File: src/shared/obs_burst_regs.svh
// Purpose: Offsets, field positions, reset values and counts of the register bank
// Assumes: 7-bit register addresses on the serial port
// Notes: Definitions only
`ifndef OBS_BURST_REGS_SVH
`define OBS_BURST_REGS_SVH
// ----------------------------------------
// Register offsets
// ----------------------------------------
`define SELF_CHECK_ADDR 7'h3d
`define INV_PART_ID_ADDR 7'h3f
`define PIXEL_BURST_ADDR 7'h40
`define MOTION_BURST_ADDR 7'h50
`define FW_LOAD_ADDR 7'h60
// ----------------------------------------
// Self-check fields and reset
// ----------------------------------------
`define SC_FW_BIT 7
`define SC_SLEEP_BIT 5
`define SC_TICK_HI_BIT 1
`define SC_TICK_LO_BIT 0
`define SELF_CHECK_RESET 8'h00
`define GATEWAY_RESET 8'h00
// ----------------------------------------
// Burst counts
// ----------------------------------------
`define PIX_FRAME_BYTES 12'h384
`define PIX_BURST_LEN 12'h5dc
`define MOTION_BURST_LEN 3'h7
`endif

File: src/shared/obs_burst_pkg.sv
// Purpose: Types of the register bank
// Assumes: Nothing beyond the register header
// Notes: Types only
`default_nettype none
package obs_burst_pkg;
    typedef enum logic [1:0] {
        ST_IDLE = 2'b00,
        ST_ADDR = 2'b01,
        ST_WR = 2'b11,
        ST_RD = 2'b10
    } port_state_t;
endpackage
`default_nettype wire

File: src/obs_burst_bank.sv
// Purpose: Self-check, inverted identifier, burst and download gateways on the serial port
// Assumes: Serial clock idle high, data out on falling and sampled on rising edge
// Notes: Serial port and power-down pins sampled by clk_i through two flip-flops
//
// What this block does
// - Writing 0x00 clears every self-check flag
// - Flags set by events, held until cleared
// - Bit 7 shows firmware is running
// - Bit 5 set on power-down pulse
// - Self-check register read/write, resets to 0x00
// - Register 0x3F returns inverted part identifier
// - Pixel gateway read bursts 5/3 frames
// - Motion gateway read bursts seven motion bytes
// - Write-only gateway streams firmware bytes
`timescale 1ns/10ps
`default_nettype none
`include "obs_burst_regs.svh"
module obs_burst_bank #(
    parameter logic [7:0] PART_ID = 8'h5a // Arbitrary value
) (
    // Clock and reset
    input wire logic clk_i,
    input wire logic rst_i,
    // Serial port pins
    input wire logic ncs_n_i,
    input wire logic sclk_i,
    input wire logic mosi_i,
    output logic miso_o,
    output logic miso_oe_o,
    // Sensor state and events
    input wire logic power_down_n_input_i,
    input wire logic firmware_running_i,
    input wire logic frame_tick_i,
    // Motion record: status, dx, dy, quality, shutter hi, shutter lo, peak
    input wire logic [55:0] motion_rec_i,
    // Pixel stream
    input wire logic [7:0] pixel_i,
    input wire logic pixel_valid_i,
    output logic pixel_ready_o,
    // Firmware stream
    output logic [7:0] fw_data_o,
    output logic fw_valid_o,
    input wire logic fw_ready_i,
    output logic fw_overrun_o
);
    // ----------------------------------------
    // Pin synchronisers
    // ----------------------------------------
    logic [3:0] meta_ff;
    logic [3:0] sync_ff;
    logic sclk_d_ff;
    logic pd_d_ff;
    always_ff @(posedge clk_i or posedge rst_i) begin
        if (rst_i) begin
            meta_ff <= 4'hf;
            sync_ff <= 4'hf;
            sclk_d_ff <= 1'b1;
            pd_d_ff <= 1'b1;
        end else begin
            meta_ff <= {power_down_n_input_i, mosi_i, sclk_i, ncs_n_i};
            sync_ff <= meta_ff;
            sclk_d_ff <= sync_ff[1];
            pd_d_ff <= sync_ff[3];
        end
    end
    logic ncs_n_s, sclk_s, mosi_s, sclk_rise, sclk_fall, pd_rise;
    assign ncs_n_s = sync_ff[0];
    assign sclk_s = sync_ff[1];
    assign mosi_s = sync_ff[2];
    assign sclk_rise = sclk_s && !sclk_d_ff;
    assign sclk_fall = !sclk_s && sclk_d_ff;
    // A low then high level on the power-down pin counts as one pulse
    assign pd_rise = sync_ff[3] && !pd_d_ff;
    // ----------------------------------------
    // Serial framing
    // ----------------------------------------
    obs_burst_pkg::port_state_t st_ff, nxt_st;
    logic [2:0] cnt_ff;
    logic [7:0] sh_ff;
    logic [6:0] addr_ff;
    logic [7:0] sh_next;
    logic byte_done;
    assign sh_next = {sh_ff[6:0], mosi_s};
    assign byte_done = sclk_rise && (cnt_ff == 3'h7) && (st_ff != obs_burst_pkg::ST_IDLE);
    logic is_burst;
    assign is_burst = (addr_ff == `PIXEL_BURST_ADDR) || (addr_ff == `MOTION_BURST_ADDR);
    always_comb begin
        nxt_st = st_ff;
        case (st_ff)
            obs_burst_pkg::ST_IDLE: begin
                if (!ncs_n_s) begin
                    nxt_st = obs_burst_pkg::ST_ADDR;
                end
            end
            obs_burst_pkg::ST_ADDR: begin
                if (byte_done) begin
                    nxt_st = sh_next[7] ? obs_burst_pkg::ST_WR : obs_burst_pkg::ST_RD;
                end
            end
            obs_burst_pkg::ST_WR: begin
                // Download keeps streaming until the frame ends
                if (byte_done && addr_ff != `FW_LOAD_ADDR) begin
                    nxt_st = obs_burst_pkg::ST_ADDR;
                end
            end
            obs_burst_pkg::ST_RD: begin
                if (byte_done && !is_burst) begin
                    nxt_st = obs_burst_pkg::ST_ADDR;
                end
            end
            default: nxt_st = obs_burst_pkg::ST_IDLE;
        endcase
        if (ncs_n_s) begin
            nxt_st = obs_burst_pkg::ST_IDLE;
        end
    end
    always_ff @(posedge clk_i or posedge rst_i) begin
        if (rst_i) begin
            st_ff <= obs_burst_pkg::ST_IDLE;
            cnt_ff <= 3'h0;
            sh_ff <= 8'h00;
            addr_ff <= 7'h00;
        end else begin
            st_ff <= nxt_st;
            if (ncs_n_s) begin
                cnt_ff <= 3'h0;
            end else if (sclk_rise) begin
                cnt_ff <= cnt_ff + 3'h1;
                sh_ff <= sh_next;
            end
            if (byte_done && st_ff == obs_burst_pkg::ST_ADDR) begin
                addr_ff <= sh_next[6:0];
            end
        end
    end
    // ----------------------------------------
    // Self-check flags
    // ----------------------------------------
    logic [7:0] flags_ff;
    logic wr_chk;
    logic [7:0] set_ev;
    assign wr_chk = byte_done && st_ff == obs_burst_pkg::ST_WR && addr_ff == `SELF_CHECK_ADDR;
    always_comb begin
        set_ev = 8'h00;
        set_ev[`SC_SLEEP_BIT] = pd_rise;
        set_ev[`SC_TICK_HI_BIT] = frame_tick_i;
        set_ev[`SC_TICK_LO_BIT] = frame_tick_i;
    end
    always_ff @(posedge clk_i or posedge rst_i) begin
        if (rst_i) begin
            flags_ff <= `SELF_CHECK_RESET;
        end else if (wr_chk) begin
            // Written zeros clear; an event in the same cycle still wins
            flags_ff <= (flags_ff & sh_next) | set_ev;
        end else begin
            flags_ff <= flags_ff | set_ev;
        end
    end
    logic [7:0] chk_rd;
    always_comb begin
        chk_rd = 8'h00;
        chk_rd[`SC_FW_BIT] = firmware_running_i;
        chk_rd[`SC_SLEEP_BIT] = flags_ff[`SC_SLEEP_BIT];
        chk_rd[`SC_TICK_HI_BIT] = flags_ff[`SC_TICK_HI_BIT];
        chk_rd[`SC_TICK_LO_BIT] = flags_ff[`SC_TICK_LO_BIT];
    end
    // ----------------------------------------
    // Read data and bursts
    // ----------------------------------------
    logic ld;
    logic [6:0] ld_addr;
    logic [11:0] bidx_ff, ld_idx;
    logic pix_take;
    logic [7:0] rd_val;
    logic [7:0] tx_ff;
    assign ld = byte_done && ((st_ff == obs_burst_pkg::ST_ADDR && !sh_next[7])
                || (st_ff == obs_burst_pkg::ST_RD && is_burst));
    assign ld_addr = (st_ff == obs_burst_pkg::ST_ADDR) ? sh_next[6:0] : addr_ff;
    assign ld_idx = (st_ff == obs_burst_pkg::ST_ADDR) ? 12'h000 : bidx_ff;
    assign pix_take = ld && ld_addr == `PIXEL_BURST_ADDR && pixel_valid_i
                      && ld_idx < `PIX_BURST_LEN;
    always_comb begin
        rd_val = `GATEWAY_RESET;
        case (ld_addr)
            `SELF_CHECK_ADDR: rd_val = chk_rd;
            `INV_PART_ID_ADDR: rd_val = ~PART_ID;
            `PIXEL_BURST_ADDR: rd_val = pix_take ? pixel_i : `GATEWAY_RESET;
            `MOTION_BURST_ADDR: begin
                if (ld_idx < {9'h000, `MOTION_BURST_LEN}) begin
                    rd_val = motion_rec_i[8 * (6 - int'(ld_idx[2:0])) +: 8];
                end
            end
            default: rd_val = `GATEWAY_RESET;
        endcase
    end
    always_ff @(posedge clk_i or posedge rst_i) begin
        if (rst_i) begin
            tx_ff <= 8'h00;
            bidx_ff <= 12'h000;
            pixel_ready_o <= 1'b0;
            miso_o <= 1'b0;
            miso_oe_o <= 1'b0;
        end else begin
            pixel_ready_o <= pix_take;
            miso_oe_o <= !ncs_n_s;
            if (ld) begin
                tx_ff <= rd_val;
                // Saturates so an endless burst never wraps back to fresh data
                bidx_ff <= (ld_idx == 12'hfff) ? ld_idx : ld_idx + 12'h001;
            end else if (sclk_fall && st_ff == obs_burst_pkg::ST_RD) begin
                miso_o <= tx_ff[7];
                tx_ff <= {tx_ff[6:0], 1'b0};
            end
        end
    end
    // ----------------------------------------
    // Firmware download buffer
    // ----------------------------------------
    // Two entries: the port cannot stall, so a byte into a full buffer is lost
    logic [7:0] d1_ff;
    logic v1_ff;
    logic push, pop, fw_byte;
    assign fw_byte = byte_done && st_ff == obs_burst_pkg::ST_WR && addr_ff == `FW_LOAD_ADDR;
    assign push = fw_byte && !v1_ff;
    assign pop = fw_valid_o && fw_ready_i;
    always_ff @(posedge clk_i or posedge rst_i) begin
        if (rst_i) begin
            fw_data_o <= 8'h00;
            fw_valid_o <= 1'b0;
            d1_ff <= 8'h00;
            v1_ff <= 1'b0;
            fw_overrun_o <= 1'b0;
        end else begin
            if (fw_byte && v1_ff) begin
                fw_overrun_o <= 1'b1;
            end
            if (push && !pop) begin
                if (!fw_valid_o) begin
                    fw_data_o <= sh_next;
                    fw_valid_o <= 1'b1;
                end else begin
                    d1_ff <= sh_next;
                    v1_ff <= 1'b1;
                end
            end else if (!push && pop) begin
                fw_data_o <= d1_ff;
                fw_valid_o <= v1_ff;
                v1_ff <= 1'b0;
            end else if (push && pop) begin
                fw_data_o <= v1_ff ? d1_ff : sh_next;
                d1_ff <= sh_next;
            end
        end
    end
endmodule
`default_nettype wire

File: config.mk
export PLATFORM = sky130hd
export DESIGN_NAME = obs_burst_bank
export DESIGN_NICKNAME = d
export VERILOG_FILES = /design/src/shared/obs_burst_pkg.sv /design/src/obs_burst_bank.sv
export VERILOG_INCLUDE_DIRS = /design/src /design/src/shared
export SDC_FILE = /design/constraint.sdc
export NUM_CORES = 1
export LEC_CHECK = 0
export BUFFER_PORTS_ARGS = -buffer_cell sky130_fd_sc_hd__buf_2
export CAP_MARGIN = 30
export CORE_MARGIN = 3
export CORE_UTILIZATION = 59
export DETAILED_ROUTE_END_ITERATION = 8
export PLACE_DENSITY = 0.85
export SKIP_LAST_GASP = 1
export SLEW_MARGIN = 0
export SYNTH_ARGS = -nofsm -noshare
export SYNTH_HDL_FRONTEND = slang
export SYNTH_SLANG_ARGS = --single-unit
export TNS_END_PERCENT = 10
File: constraint.sdc
create_clock -name clk_i -period 5.63 [get_ports clk_i]
set_clock_uncertainty 0.05 [all_clocks]
set_input_delay 0.2815 -clock clk_i [delete_from_list [all_inputs] [get_ports clk_i]]
set_output_delay 0.2815 -clock clk_i [all_outputs]
set_load 0.05 [all_outputs]
* Word-level counts from Yosys, hierarchy flattened
Cells that the tools add are included.
** Operators by class
- $add $sub $neg :: 3
- $lt $le $gt $ge :: 2
- Eq/ne operators :: 20
- Shift-type cells :: 1
- Multiplexer cells :: 31
- Bitwise gates (word level) :: 5
- Reduce and logical (&&, ||, !) cells :: 48
** Operators by type and width (number)
- 8-bit 2-to-1 mux :: 14
- 56-bit by 7-bit indexed part select with 8-bit output :: 1
- 7-bit == test, second input constant :: 5
- 8-bit one-hot mux with 4 select lines :: 1
- 1-bit logical AND :: 24
- 12-bit 2-to-1 mux :: 2
- 7-bit by 6-bit == test with 1-bit output, second input constant :: 3
- 8-bit by 6-bit bitwise OR with 8-bit output :: 2
- 12-bit by 1-bit adder with 12-bit output, second input constant :: 1
- 12-bit == test, second input constant :: 1
- 12-bit by 11-bit < comparator with 1-bit output, second input constant :: 1
- 12-bit by 3-bit < comparator with 1-bit output, second input constant :: 1
- 2-bit nonzero test :: 5
- 1-bit logical NOT :: 9
- 3-bit inequality test, second input constant :: 3
- 8-bit bitwise AND :: 1
- 2-bit 2-to-1 mux :: 4
- 2-bit one-hot mux with 4 select lines :: 1
- 2-bit AND reduction :: 4
- 7-bit 2-to-1 mux :: 1
- 7-bit inequality test, second input constant :: 1
- 1-bit 2-to-1 mux :: 6
- 3-bit 2-to-1 mux :: 2
- 2-bit inequality test, second input constant :: 3
- other kinds (10) :: 14
** Storage, ports and cells
- Register bits after elaboration :: 79
- Bits of input ports :: 74
- Output and inout port bits :: 13
- Word-level logic and storage cells :: 129

* Longest topological paths before layout
- Depth in word-level cells :: 11
- Mapped depth :: 12

* Worst setup path after synthesis
No wires, ideal clock.
- Path kind :: flip-flop to flip-flop
- Start point :: reg cnt_ff[0]
- End point :: reg fw_data_o[0]
- Data arrival time :: 3.135 ns
- Required time :: 5.457 ns
- Path slack :: 2.321 ns
- Cell stages (with the launch flop) :: 10
- Clock period less this slack :: 3.309 ns
- Cells stage by stage :: dfrtp_1 -> ha_1 -> ha_1 -> nand3b_4 -> or3_4 -> or4_4 -> ha_1 -> o21ai_0 -> mux2i_1 -> a21oi_2
** Between the ends
- Longest elaborated chain between the ends :: 10
- Elaborated cells between the ends (all ways) :: 15
- Those cells by class :: eq/ne (2); mux (2); reduce/logical (11)
** RTL lines
- start, declared :: RTL line obs_burst_bank.sv:78 : logic [2:0] cnt_ff;
- start signal, assigned :: RTL line obs_burst_bank.sv:128 : cnt_ff <= cnt_ff + 3'h1;
- 3-bit == test * :: RTL line obs_burst_bank.sv:84 : assign byte_done = sclk_rise && (cnt_ff == 3'h7) && (st_ff != obs_burst_pkg::ST_IDLE);
- 1-bit logical AND * (2 in series) :: RTL line obs_burst_bank.sv:84
- 1-bit logical AND * :: RTL line obs_burst_bank.sv:223 : assign fw_byte = byte_done && st_ff == obs_burst_pkg::ST_WR && addr_ff == `FW_LOAD_ADDR;
- 1-bit logical AND (no line) *
- 1-bit logical AND * :: RTL line obs_burst_bank.sv:224 : assign push = fw_byte && !v1_ff;
- 1-bit logical NOT :: RTL line obs_burst_bank.sv:245 : end else if (!push && pop) begin
- 1-bit logical AND :: RTL line obs_burst_bank.sv:245
- 3-bit nonzero test (no line) or 8-bit 2-to-1 mux (tied branches)
- 2-bit AND reduction (no line) or 8-bit 2-to-1 mux (tied branches)
- end signal, assigned :: RTL line obs_burst_bank.sv:239 : fw_data_o <= sh_next;
- end signal, assigned :: RTL line obs_burst_bank.sv:250 : fw_data_o <= v1_ff ? d1_ff : sh_next;
- end, declared :: RTL line obs_burst_bank.sv:41 : output logic [7:0] fw_data_o,
Mark *: on every way between the ends. The rest lies on a longest branch, timed or not.
A chain may end at the register's enable or synchronous reset.

* Worst setup path after layout
- Start point :: reg st_ff[1]
- End point :: reg tx_ff[2]
** Between the ends
- Longest elaborated chain between the ends :: 10
- Elaborated cells between the ends (all ways) :: 27
- Those cells by class :: add/sub (1); order compare (2); eq/ne (6); shift (1); mux (6); reduce/logical (11)
** RTL lines
- start, declared :: RTL line obs_burst_bank.sv:77 : obs_burst_pkg::port_state_t st_ff, nxt_st;
- start signal, assigned :: RTL line obs_burst_bank.sv:119 : st_ff <= obs_burst_pkg::ST_IDLE;
- start signal, assigned :: RTL line obs_burst_bank.sv:124 : st_ff <= nxt_st;
- parallel branches: the longest is 10 deep, another holds 3-bit by 3-bit subtractor with 4-bit output
- end signal, assigned :: RTL line obs_burst_bank.sv:207 : tx_ff <= rd_val;
- end signal, assigned :: RTL line obs_burst_bank.sv:212 : tx_ff <= {tx_ff[6:0], 1'b0};
- end, declared :: RTL line obs_burst_bank.sv:175 : logic [7:0] tx_ff;
Parallel ways; which one is timed is not known.

==> impl_metrics.tcl <==
set metrics [dict create \
    die_h_um 89.9 \
    max-clock-path-buffers 2 \
    die_x_um 89.9 \
    drtIter0Drc 418 \
    setup_viol 0 \
    clkTransAtPathRegs_ps 80 \
    seqPwrFrac 0.521 \
    grt_use_total 0.273 \
    cap_violations 0 \
    p_comb_frac 0.104 \
    grt_max_degree 75 \
    layout_min_cycle_time_ps 3230 \
    final_common_cell "buf_2" \
    cts_setup_buffers 0 \
    drive_gt1_frac 0.319 \
    core_area_um2 6570 \
    tns_ps 0 \
    syn_area_um2 4160 \
    portBuffers 86 \
    drt-pass1-iter-count 7 \
    r2r_cells 8 \
    place_hpwl_um 7850 \
    wl_per_cell_um 17.8 \
    num_rows 29 \
    grt_first_pass_wirelength_um 18100 \
    crit_path_end_kind "flop" \
    seq_area_frac_synth 0.449 \
    clkPwrFrac 0.375 \
    crit_path_start_kind "flop" \
    hold_path.class "primary input to flop" \
    yosysWarnings 0 \
    crit_path_max_fanout 16 \
    numCtsBuffers 9 \
    synth-async-reset-ratio 1.00 \
    ys.flop_type "dfrtp_1" \
    pwr_density_cell_nw_per_um2 236 \
    synth-edff-count 0 \
    cts_root_buf "clkbuf_8" \
    swShare 0.271 \
    layout_common_cells "buf_2, dfrtp_1, nand2_1, nor2_1, a21oi_1" \
    start_util 0.633 \
    hold_depth 2 \
    worst-setup-path-type "flop to flop" \
    synth_cells 412 \
    leakage_uw 0.00229 \
    crit_arrival_ps 3440 \
    viasPerCell 6.13 \
    dp.cells 581 \
    p_int_uw 846 \
    htreeDepth 3 \
    peakVddDrop_mv 0.208 \
    clk_latency_ps 360 \
    grt_pass1_vias 3780 \
    r2r-start "st_ff[1]" \
    cts_tree "built" \
    diodes 0 \
    cts_resized 0 \
    final_cells 601 \
    endpoint "tx_ff[2]" \
    ys_ff_latch 74 \
    r2r_setup_slack_ps 2400 \
    min_period_over_period 0.575 \
    drv_slew 0 \
    worstMarginPinSlew_ps 963 \
    drt_wl_total_um 10700 \
    vias 3682 \
    syn_to_final_growth_pct 18.3 \
    p_sw_uw 315 \
    rr_endpoint "tx_ff[2]" \
    synth_nets 491 \
    startpoint "st_ff[1]" \
    clock.fmax_mhz 309 \
    design.die.area_um2 8090 \
    ios 87 \
    antenna_found_initial 0 \
    worstPathRequired_ps 5830 \
    synth.distinct_cells 62 \
    rsz0062_at_grt "no" \
    nets 582 \
    relSlewSlack 0.356 \
    drtAntennaViolNets 0 \
    hold_violations 0 \
    cts_hold_buf 4 \
    avgSynthCellArea_um2 10.1 \
    cts.sinks 74 \
    gp_congestion 0.906 \
    grt.overflow.total 0 \
    drc_errors 0 \
    status "finished clean" \
]
[flip-flops by register name (all words and copies together), names as in the netlist, 4 cells and up]
register	count
bidx_ff	12
fw_data_o	8
sync_ff	4
tx_ff	8
addr_ff	7
sh_ff	7
meta_ff	4
d1_ff	8
[routing by layer]
| metal | wire length, um | global-route usage | up-vias | part of all wire |
|---|---|---|---|---|
| li1 | - | - | 1700 | - |
| met1 | 4300 | 0.353 | 1768 | 0.40 |
| met2 | 5250 | 0.460 | 196 | 0.49 |
| met3 | 965 | 0.0609 | 18 | 0.090 |
| met4 | 160 | 0.0893 | 0 | 0.015 |
| met5 | 0 | 0 | - | 0 |
[final cells by class]
type,count,area (um2)
clock buffer,10,138
clock inverter,6,72.6
timing repair buffer,94,500
tap,93,116
sequential,74,1860
multi-input combinational,310,2170
fill,474,1650
inverter,14,52.6
[power groups by stage]
| stage | Clock, uW | Sequential, uW | Combinational (uW) |
|---|---|---|---|
| 4_1_cts | 442 | 603 | 120 |
| 3_3_place_gp | 0 | 612 | 112 |
| 3_5_place_dp | 0 | 613 | 117 |
| 6_report | 435 | 604 | 121 |
| 5_1_grt | 466 | 609 | 132 |
| 2_1_floorplan | 0 | 596 | 75.8 |
[cells in the mapped netlist, types with 4 or more instances]
master | number | share of area
inv_1 | 13 | 0.012
dfrtp_1 | 64 | 0.39
mux4_2 | 8 | 0.043
nor2_1 | 35 | 0.032
buf_2 | 4 | 0.0048
nand4_1 | 8 | 0.012
xnor2_1 | 6 | 0.013
mux2_2 | 22 | 0.060
clkbuf_1 | 8 | 0.0072
a21o_1 | 5 | 0.0090
a21oi_1 | 31 | 0.037
a22oi_1 | 5 | 0.0090
nand2b_1 | 9 | 0.014
nand2_1 | 49 | 0.044
nor3_1 | 9 | 0.011
ha_1 | 5 | 0.015
dfstp_2 | 10 | 0.063
mux2i_1 | 13 | 0.031
o211ai_1 | 5 | 0.0090
nand3_1 | 10 | 0.012
nor2b_1 | 5 | 0.0075
a31oi_1 | 9 | 0.014
o21ai_0 | 18 | 0.022
[critical path, stage by stage (launching register included)]
cell	delay, ps
dfrtp_1	440
nand2b_1	220
nand2_1	250
inv_2	150
ha_1	530
inv_1	530
mux4_2	580
o2bb2ai_1	140
a32o_1	210
[logic make-up after synthesis]
group / count (synthesis) / synth area share
xor+xnor: 8 / 0.0169
mux: 43 / 0.134
buf+inv: 28 / 0.0283
flops: 74 / 0.449
fa+ha+maj: 5 / 0.0151
simple gates: 150 / 0.184
compound gates: 104 / 0.173
[stage by stage]
| stage | power [uW] | hold slack [ps] | instance area (um2) | util | worst slack (ps) |
|---|---|---|---|---|---|
| finish | 1160 | 98.6 | 4920 | 0.749 | 2400 |
| global route | 1210 | 112 | 4920 | 0.749 | 2190 |
| CTS | 1170 | 82.2 | 4920 | 0.749 | 2420 |
| detailed placement | 729 | 297 | 4670 | 0.711 | 2480 |
| global placement | 724 | 296 | 4670 | 0.711 | 2620 |
| floorplan | 671 | 236 | 4160 | - | 2320 |
[worst min path at each step]
stage	from	end
final	frame_tick_i	flags_ff[1]
after global routing	frame_tick_i	flags_ff[1]
after CTS	frame_tick_i	flags_ff[1]
after detailed placement	meta_ff[3]	sync_ff[3]
after global placement	meta_ff[2]	sync_ff[2]
after floorplan	ncs_n_i	meta_ff[0]
No activity file was read; power rests on OpenSTA's default activity.
